===== config.mk =====
export PLATFORM = sky130hd
export DESIGN_NAME = fnm_builder
export DESIGN_NICKNAME = d
export VERILOG_FILES = /design/src/fnm_pkg.sv /design/src/fnm_chk_if.sv /design/src/fnm_chan_check.sv /design/src/fnm_builder.sv
export SDC_FILE = /design/constraint.sdc
export NUM_CORES = 1
export LEC_CHECK = 0
export BUFFER_PORTS_ARGS = -buffer_cell sky130_fd_sc_hd__buf_2
export CORE_MARGIN = 2
export CORE_UTILIZATION = 47
export CTS_BUF_LIST = sky130_fd_sc_hd__clkbuf_16
export DETAILED_ROUTE_END_ITERATION = 7
export PLACE_DENSITY = 0.77
export SYNTH_ARGS = -nofsm -noshare
export SYNTH_HDL_FRONTEND = slang
export SYNTH_SLANG_ARGS = --single-unit

===== constraint.sdc =====
create_clock -name i_ref_clk -period 2.7 [get_ports i_ref_clk]
set_clock_uncertainty 0.15 [all_clocks]
set_input_delay 0.135 -clock i_ref_clk [delete_from_list [all_inputs] [get_ports i_ref_clk]]
set_output_delay 0.135 -clock i_ref_clk [all_outputs]
set_load 0.05 [all_outputs]

===== src/fnm_pkg.sv =====
// Constants, types and helper functions of the fault notice builder.
// Assumes a single clock domain; every user of this package imports it whole.
package fnm_pkg;
    localparam int NOTICE_W = 64;
    localparam int DETAIL_W = 40;
    localparam int SIZE_W = 16;
    localparam logic [15:0] CODE_NONE = 16'h0000;
    localparam logic [15:0] CODE_CFG_FAULT = 16'ha000;
    localparam logic [15:0] CODE_MAP_FAULT = 16'hff55;
    localparam logic [7:0] SUB_MAP_FAULT = 8'h01;
    localparam logic [7:0] SUM_NONE = 8'h00;
    localparam logic [7:0] SUM_LINK = 8'h10;
    localparam logic [7:0] SUM_OTHER = 8'h80;
    localparam logic [7:0] DET_OUT_LEN = 8'h08;
    localparam logic [7:0] DET_OUT_ADDR = 8'h09;
    localparam logic [7:0] DET_OUT_MODE = 8'h0a;
    localparam logic [7:0] DET_IN_LEN = 8'h0c;
    localparam logic [7:0] DET_IN_ADDR = 8'h0d;
    localparam logic [7:0] DET_IN_MODE = 8'h0e;
    localparam logic [15:0] CHAN_ADDR_MIN = 16'h1000;
    localparam logic [15:0] CHAN_ADDR_MAX = 16'h2fff;
    localparam logic [15:0] CHAN_ADDR_MAX_EVEN = 16'h2ffe;
    localparam logic [31:0] OUT_MODE_EXP = 32'h00010024;
    localparam logic [31:0] IN_MODE_EXP = 32'h00010322;
    localparam logic [7:0] MODE_CTRL_MASK = 8'h0f;
    localparam logic [7:0] MODE_ACT_MASK = 8'h01;
    localparam logic [15:0] MAP_SIZE_MAX = 16'h0020;
    localparam int REG_AW = 16;
    localparam int REG_DW = 32;
    localparam logic [15:0] ADDR_ERR_SUMMARY = 16'h1001;
    localparam logic [15:0] ADDR_ERR_CODE = 16'h2000;
    localparam logic [15:0] ADDR_STATUS = 16'h2004;
    localparam logic [15:0] ADDR_MASK = 16'h2008;
    localparam logic [15:0] ADDR_NOTICE_LO = 16'h200c;
    localparam logic [15:0] ADDR_NOTICE_HI = 16'h2010;
    localparam int ST_W = 3;
    localparam int ST_BUILT = 0;
    localparam int ST_DROPPED = 1;
    localparam int ST_CFG = 2;
    typedef enum logic [2:0]
    {
        FNM_EV_NONE = 3'b000,
        FNM_EV_RESET = 3'b001,
        FNM_EV_CHECK = 3'b010,
        FNM_EV_ALARM = 3'b011,
        FNM_EV_CLEAR = 3'b100
    } fnm_event_t;

    // Odd, below the window or above it
    function automatic logic fnm_addr_bad(input logic [15:0] addr);
        fnm_addr_bad = addr[0] || (addr < CHAN_ADDR_MIN) || (addr > CHAN_ADDR_MAX);
    endfunction

    // Inactive, single buffer or wrong direction
    function automatic logic fnm_mode_bad(input logic [7:0] ctrl, input logic [7:0] act,
                                          input logic [31:0] exp);
        fnm_mode_bad = ((ctrl & MODE_CTRL_MASK) != (exp[7:0] & MODE_CTRL_MASK))
                       || ((act & MODE_ACT_MASK) != (exp[23:16] & MODE_ACT_MASK));
    endfunction

    // Size low byte first, twice
    function automatic logic [31:0] fnm_size_bytes(input logic [15:0] size);
        fnm_size_bytes = {size, size};
    endfunction
endpackage


===== src/fnm_chk_if.sv =====
// Carries the buffer channel settings to the checker and its verdict back.
// Assumes both ends run on the builder clock.
`timescale 1ns/100ps
interface fnm_chk_if;
    logic req;
    logic [15:0] out_addr;
    logic [15:0] out_len;
    logic [7:0] out_ctrl;
    logic [7:0] out_act;
    logic [15:0] in_addr;
    logic [15:0] in_len;
    logic [7:0] in_ctrl;
    logic [7:0] in_act;
    logic [15:0] rx_size;
    logic [15:0] tx_size;
    logic done;
    logic fault;
    logic map_fault;
    logic [39:0] detail;
    modport builder (output req, out_addr, out_len, out_ctrl, out_act, in_addr, in_len,
                     in_ctrl, in_act, rx_size, tx_size, input done, fault, map_fault, detail);
    modport check_side (input req, out_addr, out_len, out_ctrl, out_act, in_addr, in_len,
                     in_ctrl, in_act, rx_size, tx_size, output done, fault, map_fault, detail);
endinterface


===== src/fnm_chan_check.sv =====
// Buffer channel checker for the pre-operational to safe-operational step.
// Assumes settings stand steady in the cycle of the request; verdict one cycle later.
`timescale 1ns/100ps
module fnm_chan_check
    import fnm_pkg::*;
(
    input wire logic i_ref_clk,
    input wire logic i_rst_b,
    fnm_chk_if.check_side chk
);
    logic done_reg;
    logic fault_reg;
    logic map_fault_reg;
    logic [39:0] detail_reg;
    logic fault_next;
    logic map_fault_next;
    logic [39:0] detail_next;
    logic [31:0] out_tail;
    logic [31:0] in_tail;

    always_comb
    begin
        out_tail = (chk.rx_size == 16'h0000) ? 32'h0 : fnm_size_bytes(chk.rx_size);
        in_tail = (chk.tx_size == 16'h0000) ? 32'h0 : fnm_size_bytes(chk.tx_size);
        fault_next = 1'b1;
        map_fault_next = 1'b0;
        detail_next = '0;
        if ((chk.rx_size > MAP_SIZE_MAX) || (chk.tx_size > MAP_SIZE_MAX))
        begin
            map_fault_next = 1'b1;
            detail_next = {32'h0, SUB_MAP_FAULT};
        end
        else if (chk.out_len != chk.rx_size)
            detail_next = {out_tail, DET_OUT_LEN};
        else if (fnm_addr_bad(chk.out_addr))
            detail_next = {(chk.rx_size == 16'h0000) ? 32'h0 :
                           {CHAN_ADDR_MAX_EVEN, CHAN_ADDR_MIN}, DET_OUT_ADDR};
        else if (fnm_mode_bad(chk.out_ctrl, chk.out_act, OUT_MODE_EXP))
            detail_next = {(chk.rx_size == 16'h0000) ? 32'h0 : OUT_MODE_EXP,
                           DET_OUT_MODE};
        else if (chk.in_len != chk.tx_size)
            detail_next = {in_tail, DET_IN_LEN};
        else if (fnm_addr_bad(chk.in_addr))
            detail_next = {(chk.tx_size == 16'h0000) ? 32'h0 :
                           {CHAN_ADDR_MAX_EVEN, CHAN_ADDR_MIN}, DET_IN_ADDR};
        else if (fnm_mode_bad(chk.in_ctrl, chk.in_act, IN_MODE_EXP))
            detail_next = {(chk.tx_size == 16'h0000) ? 32'h0 : IN_MODE_EXP,
                           DET_IN_MODE};
        else
            fault_next = 1'b0;
    end

    always_ff @(posedge i_ref_clk or negedge i_rst_b)
    begin
        if (!i_rst_b)
        begin
            done_reg <= 1'b0;
            fault_reg <= 1'b0;
            map_fault_reg <= 1'b0;
            detail_reg <= '0;
        end
        else
        begin
            done_reg <= chk.req;
            if (chk.req)
            begin
                fault_reg <= fault_next;
                map_fault_reg <= map_fault_next;
                detail_reg <= detail_next;
            end
        end
    end

    assign chk.done = done_reg;
    assign chk.fault = fault_reg;
    assign chk.map_fault = map_fault_reg;
    assign chk.detail = detail_reg;
endmodule


===== src/fnm_builder.sv =====
// Fault notice builder: assembles the eight-byte notice for the fieldbus master.
// Assumes alarm, check and acknowledge inputs come from logic on i_ref_clk.
//
// Our own choice: the strobed register port.
`timescale 1ns/100ps
module fnm_builder
    import fnm_pkg::*;
(
    input wire logic i_ref_clk,
    input wire logic i_rst_b,
    input wire logic [REG_AW-1:0] i_reg_addr,
    input wire logic [REG_DW-1:0] i_reg_wdata,
    input wire logic i_reg_wr,
    input wire logic i_reg_rd,
    output logic [REG_DW-1:0] o_reg_rdata,
    input wire logic i_alarm_set,
    input wire logic [15:0] i_alarm_code,
    input wire logic [7:0] i_alarm_sub,
    input wire logic i_alarm_link,
    input wire logic i_alarm_clear,
    input wire logic i_fault_reset,
    input wire logic i_check_req,
    input wire logic [15:0] i_out_addr,
    input wire logic [15:0] i_out_len,
    input wire logic [7:0] i_out_ctrl,
    input wire logic [7:0] i_out_act,
    input wire logic [15:0] i_in_addr,
    input wire logic [15:0] i_in_len,
    input wire logic [7:0] i_in_ctrl,
    input wire logic [7:0] i_in_act,
    input wire logic [15:0] i_rx_map_size,
    input wire logic [15:0] i_tx_map_size,
    output logic [NOTICE_W-1:0] o_notice_data,
    output logic o_notice_valid,
    input wire logic i_notice_ack,
    output logic [15:0] o_error_code,
    output logic [7:0] o_error_summary,
    output logic o_irq
);
    fnm_chk_if chk ();

    logic [15:0] err_code_reg;
    logic [7:0] err_sum_reg;
    logic [NOTICE_W-1:0] notice_reg;
    logic notice_valid_reg;
    logic [ST_W-1:0] status_reg;
    logic [ST_W-1:0] mask_reg;
    logic irq_reg;
    logic [REG_DW-1:0] rdata_reg;
    logic [15:0] code_next;
    logic [7:0] sum_next;
    logic [DETAIL_W-1:0] detail_next;
    logic [ST_W-1:0] status_set;
    logic [REG_DW-1:0] rdata_next;
    fnm_event_t ev;
    logic ev_any;

    assign chk.req = i_check_req;
    assign chk.out_addr = i_out_addr;
    assign chk.out_len = i_out_len;
    assign chk.out_ctrl = i_out_ctrl;
    assign chk.out_act = i_out_act;
    assign chk.in_addr = i_in_addr;
    assign chk.in_len = i_in_len;
    assign chk.in_ctrl = i_in_ctrl;
    assign chk.in_act = i_in_act;
    assign chk.rx_size = i_rx_map_size;
    assign chk.tx_size = i_tx_map_size;

    fnm_chan_check u_check
    (
        .i_ref_clk(i_ref_clk),
        .i_rst_b(i_rst_b),
        .chk(chk.check_side)
    );

    // Event selection: fault reset, check verdict, alarm, then clear
    always_comb
    begin
        if (i_fault_reset)
            ev = FNM_EV_RESET;
        else if (chk.done && chk.fault)
            ev = FNM_EV_CHECK;
        else if (i_alarm_set)
            ev = FNM_EV_ALARM;
        else if (i_alarm_clear)
            ev = FNM_EV_CLEAR;
        else
            ev = FNM_EV_NONE;
        ev_any = (ev != FNM_EV_NONE);
    end

    // Content of the next notice
    always_comb
    begin
        code_next = err_code_reg;
        sum_next = err_sum_reg;
        detail_next = notice_reg[NOTICE_W-1:24];
        case (ev)
            FNM_EV_RESET:
            begin
                code_next = CODE_NONE;
                sum_next = SUM_NONE;
                detail_next = '0;
            end
            FNM_EV_CHECK:
            begin
                code_next = chk.map_fault ? CODE_MAP_FAULT : CODE_CFG_FAULT;
                sum_next = SUM_LINK;
                detail_next = chk.detail;
            end
            FNM_EV_ALARM:
            begin
                code_next = i_alarm_code;
                sum_next = i_alarm_link ? SUM_LINK : SUM_OTHER;
                detail_next = {32'h0, i_alarm_sub};
            end
            FNM_EV_CLEAR:
            begin
                detail_next = '0;
            end
            default:
            begin
                detail_next = notice_reg[NOTICE_W-1:24];
            end
        endcase
    end

    // Error code object and summary byte
    always_ff @(posedge i_ref_clk or negedge i_rst_b)
    begin
        if (!i_rst_b)
        begin
            err_code_reg <= CODE_NONE;
            err_sum_reg <= SUM_NONE;
        end
        else
        begin
            err_code_reg <= code_next;
            err_sum_reg <= sum_next;
        end
    end

    // Notice slot; a new event overwrites an unsent notice
    always_ff @(posedge i_ref_clk or negedge i_rst_b)
    begin
        if (!i_rst_b)
        begin
            notice_reg <= '0;
            notice_valid_reg <= 1'b0;
        end
        else
        begin
            if (ev_any)
            begin
                notice_reg <= {detail_next, sum_next, code_next};
                notice_valid_reg <= 1'b1;
            end
            else if (i_notice_ack)
                notice_valid_reg <= 1'b0;
        end
    end

    // Sticky events
    always_comb
    begin
        status_set = '0;
        status_set[ST_BUILT] = ev_any;
        status_set[ST_DROPPED] = ev_any && notice_valid_reg && !i_notice_ack;
        status_set[ST_CFG] = (ev == FNM_EV_CHECK);
    end

    // Status clears by writing one; a new event wins over the clear
    always_ff @(posedge i_ref_clk or negedge i_rst_b)
    begin
        if (!i_rst_b)
            status_reg <= '0;
        else if (i_reg_wr && i_reg_addr == ADDR_STATUS)
            status_reg <= (status_reg & ~i_reg_wdata[ST_W-1:0]) | status_set;
        else
            status_reg <= status_reg | status_set;
    end

    always_ff @(posedge i_ref_clk or negedge i_rst_b)
    begin
        if (!i_rst_b)
            mask_reg <= '0;
        else if (i_reg_wr && i_reg_addr == ADDR_MASK)
            mask_reg <= i_reg_wdata[ST_W-1:0];
    end

    always_ff @(posedge i_ref_clk or negedge i_rst_b)
    begin
        if (!i_rst_b)
            irq_reg <= 1'b0;
        else
            irq_reg <= |((status_reg | status_set) & mask_reg);
    end

    // Register read decode
    always_comb
    begin
        rdata_next = '0;
        if (i_reg_addr == ADDR_ERR_SUMMARY)
            rdata_next = {24'h0, err_sum_reg};
        else if (i_reg_addr == ADDR_ERR_CODE)
            rdata_next = {16'h0, err_code_reg};
        else if (i_reg_addr == ADDR_STATUS)
            rdata_next = {{(REG_DW-ST_W){1'b0}}, status_reg};
        else if (i_reg_addr == ADDR_MASK)
            rdata_next = {{(REG_DW-ST_W){1'b0}}, mask_reg};
        else if (i_reg_addr == ADDR_NOTICE_LO)
            rdata_next = notice_reg[31:0];
        else if (i_reg_addr == ADDR_NOTICE_HI)
            rdata_next = notice_reg[63:32];
        else
            rdata_next = '0;
    end

    always_ff @(posedge i_ref_clk or negedge i_rst_b)
    begin
        if (!i_rst_b)
            rdata_reg <= '0;
        else if (i_reg_rd)
            rdata_reg <= rdata_next;
        else
            rdata_reg <= '0;
    end

    assign o_reg_rdata = rdata_reg;
    assign o_notice_data = notice_reg;
    assign o_notice_valid = notice_valid_reg;
    assign o_error_code = err_code_reg;
    assign o_error_summary = err_sum_reg;
    assign o_irq = irq_reg;
endmodule


Word level (Yosys, flattened, before mapping)
Cells that the tools add are included.

Logic and storage cells: 101. Memories: 0. Memory bits (read-only): 0. Bits in latches: 0. Input bits: 210. Flip-flop bits (word level): 171. Memory bits (writable): 0. Output and inout port bits: 122.

$lt $le $gt $ge: 6. Divide/modulo/power cells: 0. Multiply operators: 0. Bitwise gates (word level): 7. Equal/unequal tests: 14. Reductions and logical operators: 21. Shift-type cells: 0. Multiplexer cells: 40. Add/subtract/negate cells: 0.

Operator list (number): 32-bit two-way mux (9); 40-bit two-way mux (7); 40-bit one-hot mux with 3 select lines (1); 16-bit by 14-bit equality test with 1-bit output, second input constant (5); 30-bit two-way mux (2); 16-bit one-hot mux with 3 select lines (1); 17-bit two-way mux (2); 16-bit by 14-bit greater-than comparator with 1-bit output, second input constant (2); 16-bit by 6-bit greater-than comparator with 1-bit output, second input constant (2); 16-bit logical NOT (2); 16-bit by 13-bit < comparator with 1-bit output, second input constant (2); 16-bit inequality test (2); 8-bit one-hot mux with 3 select lines (1); 16-bit by 13-bit equality test with 1-bit output, second input constant (1); 15-bit two-way mux (1); 3-bit two-way mux (5); 1-bit two-way mux (10); 8-bit two-way mux (1); 1-bit logical OR (7); 3-bit bitwise AND (2); 3-bit by 2-bit equality test with 1-bit output, second input constant (2); 3-bit bitwise OR (2); 3-bit nonzero test (2); 1-bit logical AND (5); other kinds (11) (12).

Depth between registers and ports, before layout
Gate-level depths: netlist (run 1).

Depth in word-level cells: 10. Mapped depth: 9. Gate-level depth less buffers: 6.

Cells and area by module
Synthesis (run 1) repeated with hierarchy kept, for this count alone.

Cells, all modules: 717. Area total of the unflattened synthesis: 7608.5 um^2.

Modules (own cells, without submodules): fnm_builder (instances 1, seq. area each 3203.1 um^2, area an instance 5381.4 um^2, cells each 485); fnm_chan_check (instances 1, seq. area each 925.9 um^2, area an instance 2227.1 um^2, cells each 232).

Least setup slack after synthesis (run 1)
Ideal clock, no wire load.

Path type: input to register. From: in i_rx_map_size[1]. To: reg u_check.detail_reg[20] (netlist: u_check.chk.detail[20]). Library setup time: 0.076 ns. Path buffers: 0. Slack: 0.680 ns. Data arrival time: 1.794 ns. Stages on the path: 6. Required time: 2.474 ns. Path through: or4_4 o21ai_2 or4b_4 a31oi_4 o221ai_4 o21ai_2.

Longest elaborated chain between the ends: 5. Elaborated cells on any way between the ends: 9. Those cells by class: order compare: 1; eq/ne: 1; mux: 5; reduce/logical: 2.

RTL lines: start, declared (line fnm_builder.sv:31) `input wire logic [15:0] i_rx_map_size,`; parallel branches: the longest is 4 deep, another holds 16-bit by 6-bit greater-than comparator with 1-bit output; 40-bit two-way mux * (line fnm_chan_check.sv:28) `if ((chk.rx_size > MAP_SIZE_MAX) || (chk.tx_size > MAP_SIZE_MAX))`; end signal, assigned (line fnm_chan_check.sv:69) `detail_reg <= detail_next;`; end, declared (line fnm_chan_check.sv:14) `logic [39:0] detail_reg;`.

Every way passes the cells marked *. A chain may end at the register's enable or synchronous reset.

Worst setup path after layout (run 1)
From: in i_rx_map_size[0]. To: reg u_check.detail_reg[20] (netlist: u_check.chk.detail[20]).

The elaborated chain is that of the path after synthesis.

==> run metrics, run 1 <==
Slew Limit Fails=0; max-cap violations=0; Peak VDD IR=453 uV; Top FF cell, synth=dfrtp_1; first-pass GRT wire length=35500 um; Yosys cell types=59; Worst-path clk slew=0.06 ns; worst hold slack=0.00986 ns; Post-synth top cells=dfrtp_1 (163), nand2_1 (78), nor2_1 (61), a22oi_1 (32), clkbuf_1 (29); switching part of the total=a little over a quarter; clk_lat worst skew=between 0.4 and 0.5 ns; Avg Cell Area, Syn=10.5 um2; max FFs per register=62; Seq/Total Area, Yosys=55.5%; met2 usage=46.0%; Via Count=between 6000 and 7000; Reg area=0.00408 mm2; Die Y=129 um; R2R depth=6; met1 usage=35.0%; Iter 0 DRT Violations=445; gr ovfl total=0; Critical Path RT=2.88 ns; top-count cell post-synth=dfrtp_1; Layout fillers=1200; die area=0.0166 mm2; fin crit share=96.1%; Placed Area=0.00898 mm2; Via density=5.48; Sw Pwr=between 0.001 and 0.0015 W; Design Area, Final=0.0102 mm2; worst path arrival time=2.78 ns; post-route ant nets=0; gpl congestion=0.875; flop2flop setup slack=0.65 ns; top cell type's share of synthesized area=55.5%; Worst setup SP type=input pin; Highest Clock Rate=just under 400 MHz; YS warnings=0; CTS Buf Count=17; final setup violation count=0; clk buf depth=2; Reg-to-Reg End=o_notice_data[25]$_DFFE_PN0P_; largest net degree at the start of global routing=70; Power Dens Cells=540 mW/mm2; run status=finished, final reports clean; final wirelength=22700 um; Hold Path Class=input pin to flop; I/O Buffers=258; critical path type=input pin to flop; DR WL/cell=~18 um; layout cells sized above 1=35.4%; Int Power=0.00408 W; crit-path max FO=8; final antenna diode count=0; vias in the first global route=6837; busiest layer in global routing=met2; synth top area cells=dfrtp_1 (56%), nand2_1 (4.0%), a22oi_1 (3.3%), nor2_1 (3.1%), mux2_2 (2.8%); Post-Syn Nets=approximately 910; setup TNS=0 ns; worst setup path startpoint=i_rx_map_size[0]; met3 Use GR=under 10%; CTS tree=built; core footprint=between 0.015 and 0.02 mm2; relative slew slack=40.5%; Yosys reg bits=approximately 160; CP endpoint kind=flop; Synth Instances=about 700; clock network power share=41.1%; Final Critical Period=2.60 ns; GRT Util Overall=27.8%; HPWL Detailed=16000 um; Ports=332; H-tree depth=4; largest area contributor in the netlist=dfrtp_1; number of synthesized flops with an enable pin=0; Rows=45; Pleak=approximately 5.1 nW; CP endpoint=u_check.chk.detail[20]$_DFFE_PN0P_; initial antenna violation count=0; Post-route DRC=0; total power draw=0.00552 W; root buf cell=clkbuf_16; # nets final=roughly 1200; Seq pwr share=46.0%; Fin. Hold Viols=0; die width=129 um; worst-margin pin slew=0.893 ns; Mapped Area=around 0.0073 mm2; area of the multi-input gates=0.00304 mm2; area grow syn2layout=39.3%; Combinational Power Share=12.9%; asr flop ratio synth=between 90% and 100%; iteration count of the initial detailed-routing pass=6; # clock sinks=around 160; r2r startpoint=u_check.chk.fault$_DFFE_PN0P_; Initial Utilization=48.1%
worst min path at each step:
stage,from,endpoint,slack [ns],cells past startpoint
floorplan,i_rst_b,mask_reg[0]$_DFFE_PN0P_,-0.31,0
detailed placement,i_rst_b,o_notice_valid$_DFFE_PN0P_,0.04,1
global route,i_rx_map_size[1],u_check.chk.detail[9]$_DFFE_PN0P_,0.03,4
global placement,i_rst_b,o_notice_valid$_DFFE_PN0P_,0.04,1
CTS,i_rx_map_size[1],u_check.chk.detail[9]$_DFFE_PN0P_,0.00008,4
finish,i_rx_map_size[1],u_check.chk.detail[9]$_DFFE_PN0P_,0.01,4
critical path, stage by stage:
cell and delay (ns):
dlygate4sd3_1 0.53, buf_2 0.15, or4_4 0.52, o21ai_2 0.15, or4b_4 0.51, buf_4 0.16
a31oi_4 0.23, o221ai_4 0.26, o21ai_2 0.12
cell type report:
| class | instances | share of cell area, % |
|---|---|---|
| well taps | 211 | 2.58 |
| flip-flops and latches | 163 | 39.9 |
| multi-input cells | 470 | 29.8 |
| inverters | 24 | 0.881 |
| clock inverters | 14 | 1.22 |
| repair buffers | 353 | 21.5 |
| clock buffers | 17 | 4.16 |
stage by stage:
stage / util (%) / setup slack [ns] / instances
floorplan: - / 0.680 / 698
global placement: 58.9 / 0.382 / 1151
detailed placement: 58.9 / 0.351 / 1151
CTS: 66.4 / 0.0150 / 1242
global route: 67.0 / -0.00592 / 1252
finish: 67.0 / 0.104 / 1252
layout by cell type, fill, tap and decap left out, types with 9 or more instances in the layout:
| master | Yosys | final |
|---|---|---|
| a21oi_1 | 27 | 26 |
| a22oi_1 | 32 | 32 |
| buf_2 | 4 | 257 |
| buf_4 | 2 | 32 |
| clkbuf_16 | 0 | 17 |
| dfrtp_1 | 163 | 163 |
| dlygate4sd3_1 | 0 | 59 |
| inv_1 | 24 | 27 |
| mux2_2 | 18 | 18 |
| nand2_1 | 78 | 78 |
| nand2b_1 | 11 | 10 |
| nand3_1 | 22 | 22 |
| nand4_1 | 11 | 11 |
| nor2_1 | 61 | 59 |
| nor2b_1 | 14 | 13 |
| nor4_1 | 12 | 11 |
| o21ai_0 | 18 | 18 |
| o21ai_2 | 9 | 9 |
| o31ai_1 | 18 | 18 |
| xnor2_1 | 18 | 18 |
| xor2_1 | 16 | 16 |
routing by layer:
metal / routed length [um] / up-vias
li1: - / 3149
met5: 0 / -
met4: 808 / 0
met1: 9380 / 3272
met3: 1620 / 63
met2: 10900 / 375
timing repair:
| action | 4_1_cts | 5_1_grt |
|---|---|---|
| hold endpoints to repair | 130 | 0 |
| resized for setup | 0 | 5 |
| hold buffers | 60 | 0 |
| setup endpoints to repair | 0 | 4 |
| buffers inserted | 0 | 10 |
power groups by stage:
stage	registers (W)	clock network, W	logic [W]
after floorplan	0.00274	0	0.000175
after global placement	0.00258	0	0.000639
after detailed placement	0.00258	0	0.000646
after CTS	0.00253	0.00229	0.000709
after global routing	0.00254	0.00240	0.000762
final	0.00254	0.00227	0.000714
cell families (layout without fill, tap and decap cells):
logic type / Yosys count / after routing / share of synthesized area [%]
AND/OR/NAND/NOR: 246 / 246 / 16.6
AO/OA/AOI/OAI: 164 / 164 / 16.2
flip-flops: 163 / 163 / 55.5
buffers and inverters: 65 / 408 / 3.73
XOR/XNOR: 34 / 34 / 4.05
multiplexers: 26 / 26 / 3.85
Power figures use the tool's default switching activity.
==> inputs of run 2 (changes only) <==
Settings changed: CORE_UTILIZATION 47 to 48, PLACE_DENSITY 0.77 to 0.78, SYNTH_HIERARCHICAL from default to 1.
==> run 2 against run 1 <==
Against the previous run: non-clock buffer count is 31 lower; sequential share of layout area rose by 0.82 points; maximum frequency decreased by 2.2%; highest routed layer unchanged.
==> run metrics, run 2 <==
run status=finished, final reports clean; Final Critical Period=~2.7 ns; Worst-path clk slew=around 0.06 ns; area grow syn2layout=33.3%; Yosys cell types=65; most frequent cells in the layout=buf_2 (257), dfrtp_1 (165), nor2_1 (92), nand2_1 (51), dlygate4sd3_1 (44); max-cap violations=0; Inst Count DP=1173; Hold Startpoint=i_reg_wr; Design Area, Final=~0.010 mm2; Initial Utilization=48.4%; CTS Buf Count=17; Power Dens Cells=~550 mW/mm2; crit-path max FO=4; RSZ-0062 raised after global routing=no; biggest cell delay along the critical path=around 0.65 ns; worst setup path startpoint=i_tx_map_size[0]; CTS tree=built; Rows=46; initial antenna violation count=0; top-count cell post-synth=dfrtp_1; pre-CTS WS=0.219 ns; worst path bufs/invs=2; worst-margin pin slew=0.730 ns; setup TNS=0 ns; hold path depth=5; Crit path max-delay family=simple AND/OR/NAND/NOR gates; final antenna diode count=0; Via density=5.61; # clock sinks=approximately 170; gpl congestion=0.958; core footprint=0.0157 mm2; Slew Limit Fails=0; H-tree depth=4; Ports=between 300 and 400; flop2flop setup slack=0.58 ns; first-pass GRT wire length=35600 um; top cell type's share of synthesized area=54.3%; Hold Path Class=input pin to flop; clk buf depth=2; CP endpoint kind=flop; WHS Endpoint=status_reg[2]$_DFF_PN0_; Die Y=130 um; utilization after layout=64.6%; met2 usage=46.6%; gr ovfl total=0; worst path arrival time=2.79 ns; iteration count of the initial detailed-routing pass=8; fin worst setup slack=0.0470 ns; clk_lat worst skew=0.42 ns; r2r startpoint=u_check/chk.fault$_DFFE_PN0P_; die width=130 um; root buf cell=clkbuf_16; final wirelength=23600 um; met3 Use GR=around 6.2%; Fin. Hold Viols=0; number of synthesized flops with an enable pin=0; Worst setup SP type=input pin; Iter 0 DRT Violations=443; Post-route DRC=0; GRT Util Overall=27.9%; busiest layer in global routing=met2; synth top area cells=dfrtp_1 (54%), nor2_1 (4.6%), a22o_1 (3.9%), xor2_1 (3.7%), mux2i_1 (3.0%); critical path type=input pin to flop; Highest Clock Rate=~380 MHz; leading cell type in the layout, fill and taps excluded=buf_2; die area=0.0169 mm2; vias in the first global route=6622; asr flop ratio synth=100%; largest net degree at the start of global routing=80; DR WL/cell=18.9 um; max FFs per register=64; Peak VDD IR=432 uV; Avg Cell Area, Syn=10.6 um2; Yosys reg bits=165; Via Count=7004; Pleak=5.10 nW; HPWL Detailed=between 15000 and 20000 um; Non-Filler Instances=between 1000 and 1500; I/O Buffers=258; layout cells sized above 1=32.2%; R2R depth=4; relative slew slack=51.3%; Critical Path RT=between 2 and 3 ns; YS warnings=6; Seq/Total Area, Yosys=54.3%; fin crit share=between 90 and 100%; Top FF cell, synth=dfrtp_1; Post-synth top cells=dfrtp_1 (165), nor2_1 (94), nand2_1 (51), a21oi_1 (41), a22o_1 (34); Critical-path top delay cell=a2111oi_0; # nets final=~1200; largest area contributor in the netlist=dfrtp_1; Mapped Area=0.00761 mm2; Placed Area=0.00915 mm2; final setup violation count=0; Synth Instances=717; Cell Chain, Critical Path=dlygate4sd3_1 > buf_2 > or4_1 > nor4_1 > nor3_1 > a2111oi_0 > o2bb2ai_1; Reg-to-Reg End=o_notice_data[27]$_DFFE_PN0P_; post-route ant nets=0; met1 usage=between 30% and 40%
==> run 2: logic make-up after synthesis <==
kind of cell              synth area share (%)
AOI/OAI and AO/OA                         17.6
xor gates and xnor gates                  3.91
buffers and inverters                     3.81
DFF                                       54.3
muxes                                     4.36
other                                   0.0493
and+or+nand+nor                           16.0
==> run 2: worst min-delay path, cell delays in order <==
cell     delay, ns
buf_2         0.09
inv_1         0.07
nor3_1        0.09
nand2_1       0.08
a21o_1        0.10
==> run 2: per-layer routing <==
metal / share of wire [%] / up-vias / wire length (um)
met4: 4.0 / 0 / 933
li1: - / 3183 / -
met5: 0 / - / 0
met3: 7.7 / 74 / 1810
met2: 49 / 420 / 11500
met1: 39 / 3327 / 9310
==> run 2: how the worst max path moves through the flow <==
stage / endpoint / slack [ns] / depth (start not counted)
final: u_check/chk.detail[24]$_DFFE_PN0P_ / 0.05 / 7
after global routing: u_check/chk.detail[12]$_DFFE_PN0P_ / 0.002 / 10
after CTS: u_check/chk.detail[12]$_DFFE_PN0P_ / 0.11 / 10
after detailed placement: u_check/chk.detail[13]$_DFFE_PN0P_ / 0.22 / 7
after global placement: u_check/chk.detail[32]$_DFFE_PN0P_ / 0.30 / 7
after floorplan: u_check/chk.detail[1]$_DFFE_PN0P_ / 0.64 / 6
==> run 2: repair_timing <==
item,4_1_cts,5_1_grt
hold buffers,44,0
hold endpoints to repair,133,0
setup endpoints to repair,0,3
resized for setup,0,2
setup buffers,0,0
==> run 2: power by group <==
part	internal, W	leakage [nW]	total [W]	switching, W
clock	0.00133	0.275	0.00227	0.000942
combinational	0.000240	2.61	0.000709	0.000469
sequential	0.00252	2.21	0.00256	0.0000429
==> run 2: area by class of cell <==
type | instances | area (um2)
clock inverter | 14 | 123
tap | 216 | 270
sequential | 165 | 4130
timing repair buffer | 322 | 1900
clock buffer | 17 | 425
multi-input combinational | 494 | 3220
fill | 1254 | 5570
inverter | 20 | 75.1
==> run 2: through the flow <==
stage	hold WS [ns]	power (W)
after floorplan	-0.311	0.00296
after global placement	0.0714	0.00325
after detailed placement	0.0826	0.00326
after CTS	0.00506	0.00556
after global routing	0.0563	0.00573
final	0.0235	0.00555
==> inputs of run 3 (changes only) <==
Settings changed: CORE_UTILIZATION 48 to 49, CTS_BUF_LIST sky130_fd_sc_hd__clkbuf_16 to sky130_fd_sc_hd__clkbuf_8, PLACE_DENSITY 0.78 to 0.79.
==> run 3 against run 2 <==
Against the previous run: clock-buffer cell count is 1 higher; cell count is 1.4% lower; die area fell by 2.0%; critical path type unchanged; largest cell class unchanged.
==> run metrics, run 3 (same netlist as run 2, synthesis figures left out) <==
worst setup path startpoint=i_rx_map_size[4]; first-pass GRT wire length=between 30000 and 40000 um; Iter 0 DRT Violations=589; area of the multi-input gates=0.00321 mm2; clk buf depth=2; Seq pwr share=about half; Int Power=0.00377 W; vias in the first global route=7075; gr ovfl total=0; run status=finished, final reports clean; crit-path max FO=20; Die Y=129 um; final setup violation count=0; critical path type=input pin to flop; Critical Path RT=~3 ns; Initial Utilization=50.0%; Inst Count DP=1146; core footprint=0.0152 mm2; worst-margin pin slew=approximately 0.8 ns; Combinational Power Share=14.0%; CTS tree=built; DR WL/cell=between 15 and 20 um; die width=129 um; setup TNS=0 ns; R2R depth=5; gpl congestion=0.930; Non-Filler Instances=around 1200; most frequent cells in the layout=buf_2 (257), dfrtp_1 (165), nor2_1 (92), dlygate4sd3_1 (52), nand2_1 (51); CP endpoint=u_check/chk.detail[11]$_DFFE_PN0P_; Reg-to-Reg End=status_reg[1]$_DFF_PN0_; final wirelength=24100 um; Final Critical Period=2.61 ns; pre-CTS WS=0.256 ns; layout cells sized above 1=32.1%; CTS Buf Count=17; Rows=45; utilization after layout=66.3%; Ports=332; Hold Path Class=input pin to flop; post-route ant nets=0; r2r startpoint=u_check/chk.fault$_DFFE_PN0P_; post-CTS sizing=0; Via Count=roughly 7200; switching part of the total=26.8%; # nets final=1241; Peak VDD IR=321 uV; largest net degree at the start of global routing=80; Slew Limit Fails=0; I/O Buffers=roughly 260; flop2flop setup slack=about 0.36 ns; clk_lat worst skew=0.46 ns; # clock sinks=165; Power Dens Cells=~510 mW/mm2; Pleak=around 5 nW; Post-route DRC=0; Layout fillers=1212; H-tree depth=4; worst path arrival time=2.86 ns; leading cell type in the layout, fill and taps excluded=buf_2; worst hold slack=0.0457 ns; iteration count of the initial detailed-routing pass=5; max-cap violations=0; HPWL Detailed=17000 um; RSZ-0062 raised after global routing=no; final antenna diode count=0; clock network power share=between 30% and 40%; Sw Pwr=~0.0014 W; GRT Util Overall=29.3%; root buf cell=clkbuf_8; Highest Clock Rate=382 MHz; Worst-path clk slew=0.08 ns; die area=0.0165 mm2; max FFs per register=64; fin worst setup slack=0.0852 ns; relative slew slack=46.0%; Fin. Hold Viols=0; area grow syn2layout=32.5%; fin crit share=between 90% and 100%; Reg area=0.00413 mm2; initial antenna violation count=0; Via density=5.81; Worst setup SP type=input pin; CP endpoint kind=flop
run 3: layout make-up:
type	instances	area share, %
Timing Repair Buffer	333	20.0
Clock inverter	13	1.65
Inverter	20	0.745
Multi-Input combinational cell	494	31.9
Sequential cell	165	41.0
Clock buffer	18	2.46
Tap cell	188	2.33
run 3: worst max-delay path: stages:
cell and delay [ns]:
dlygate4sd3_1 0.53, buf_2 0.15, xor2_1 0.16, nor4_1 0.28, nand4_1 0.13, buf_4 0.22, nor3_1 0.44, nand3_1 0.14
nand3_1 0.10, dlygate4sd3_1 0.56
run 3: power by group through the flow:
stage	clock [W]	sequential [W]	combinational, W
final	0.00187	0.00256	0.000720
after global routing	0.00200	0.00256	0.000771
after CTS	0.00189	0.00256	0.000712
after detailed placement	0	0.00261	0.000661
after global placement	0	0.00260	0.000651
after floorplan	0	0.00277	0.000196
run 3: worst min path at each step:
stage                       from                                 end  slack [ns]  cells after the start
4_1_cts        i_rx_map_size[10]  u_check/chk.detail[24]$_DFFE_PN0P_        0.03                      6
3_5_place_dp             i_rst_b           o_reg_rdata[14]$_DFF_PN0_        0.07                      1
2_1_floorplan            i_rst_b             mask_reg[0]$_DFFE_PN0P_       -0.31                      0
5_1_grt            i_out_addr[0]   u_check/chk.detail[1]$_DFFE_PN0P_        0.05                      3
6_report       i_tx_map_size[13]  u_check/chk.detail[37]$_DFFE_PN0P_        0.05                      4
3_3_place_gp             i_rst_b           o_reg_rdata[14]$_DFF_PN0_        0.08                      1
run 3: metrics by stage:
stage                     cell area (um2)  power (W)
after floorplan                      7620    0.00296
after global placement               9130    0.00326
after detailed placement             9130    0.00327
after CTS                           10100    0.00516
after global routing                10100    0.00533
final                               10100    0.00515
run 3: layer usage:
| metal | up-vias | share of wire, % | track usage [%] |
|---|---|---|---|
| li1 | 3201 | - | - |
| met5 | - | 0 | 0 |
| met1 | 3419 | 38 | 36.7 |
| met3 | 69 | 8.7 | 5.82 |
| met2 | 463 | 49 | 49.1 |
| met4 | 0 | 4.1 | 14.0 |
run 3: repair_timing:
item | 4_1_cts | 5_1_grt
hold endpoints to repair | 150 | 0
hold buffers | 52 | 0
setup endpoints to repair | 0 | 3
buffers inserted | 0 | 2
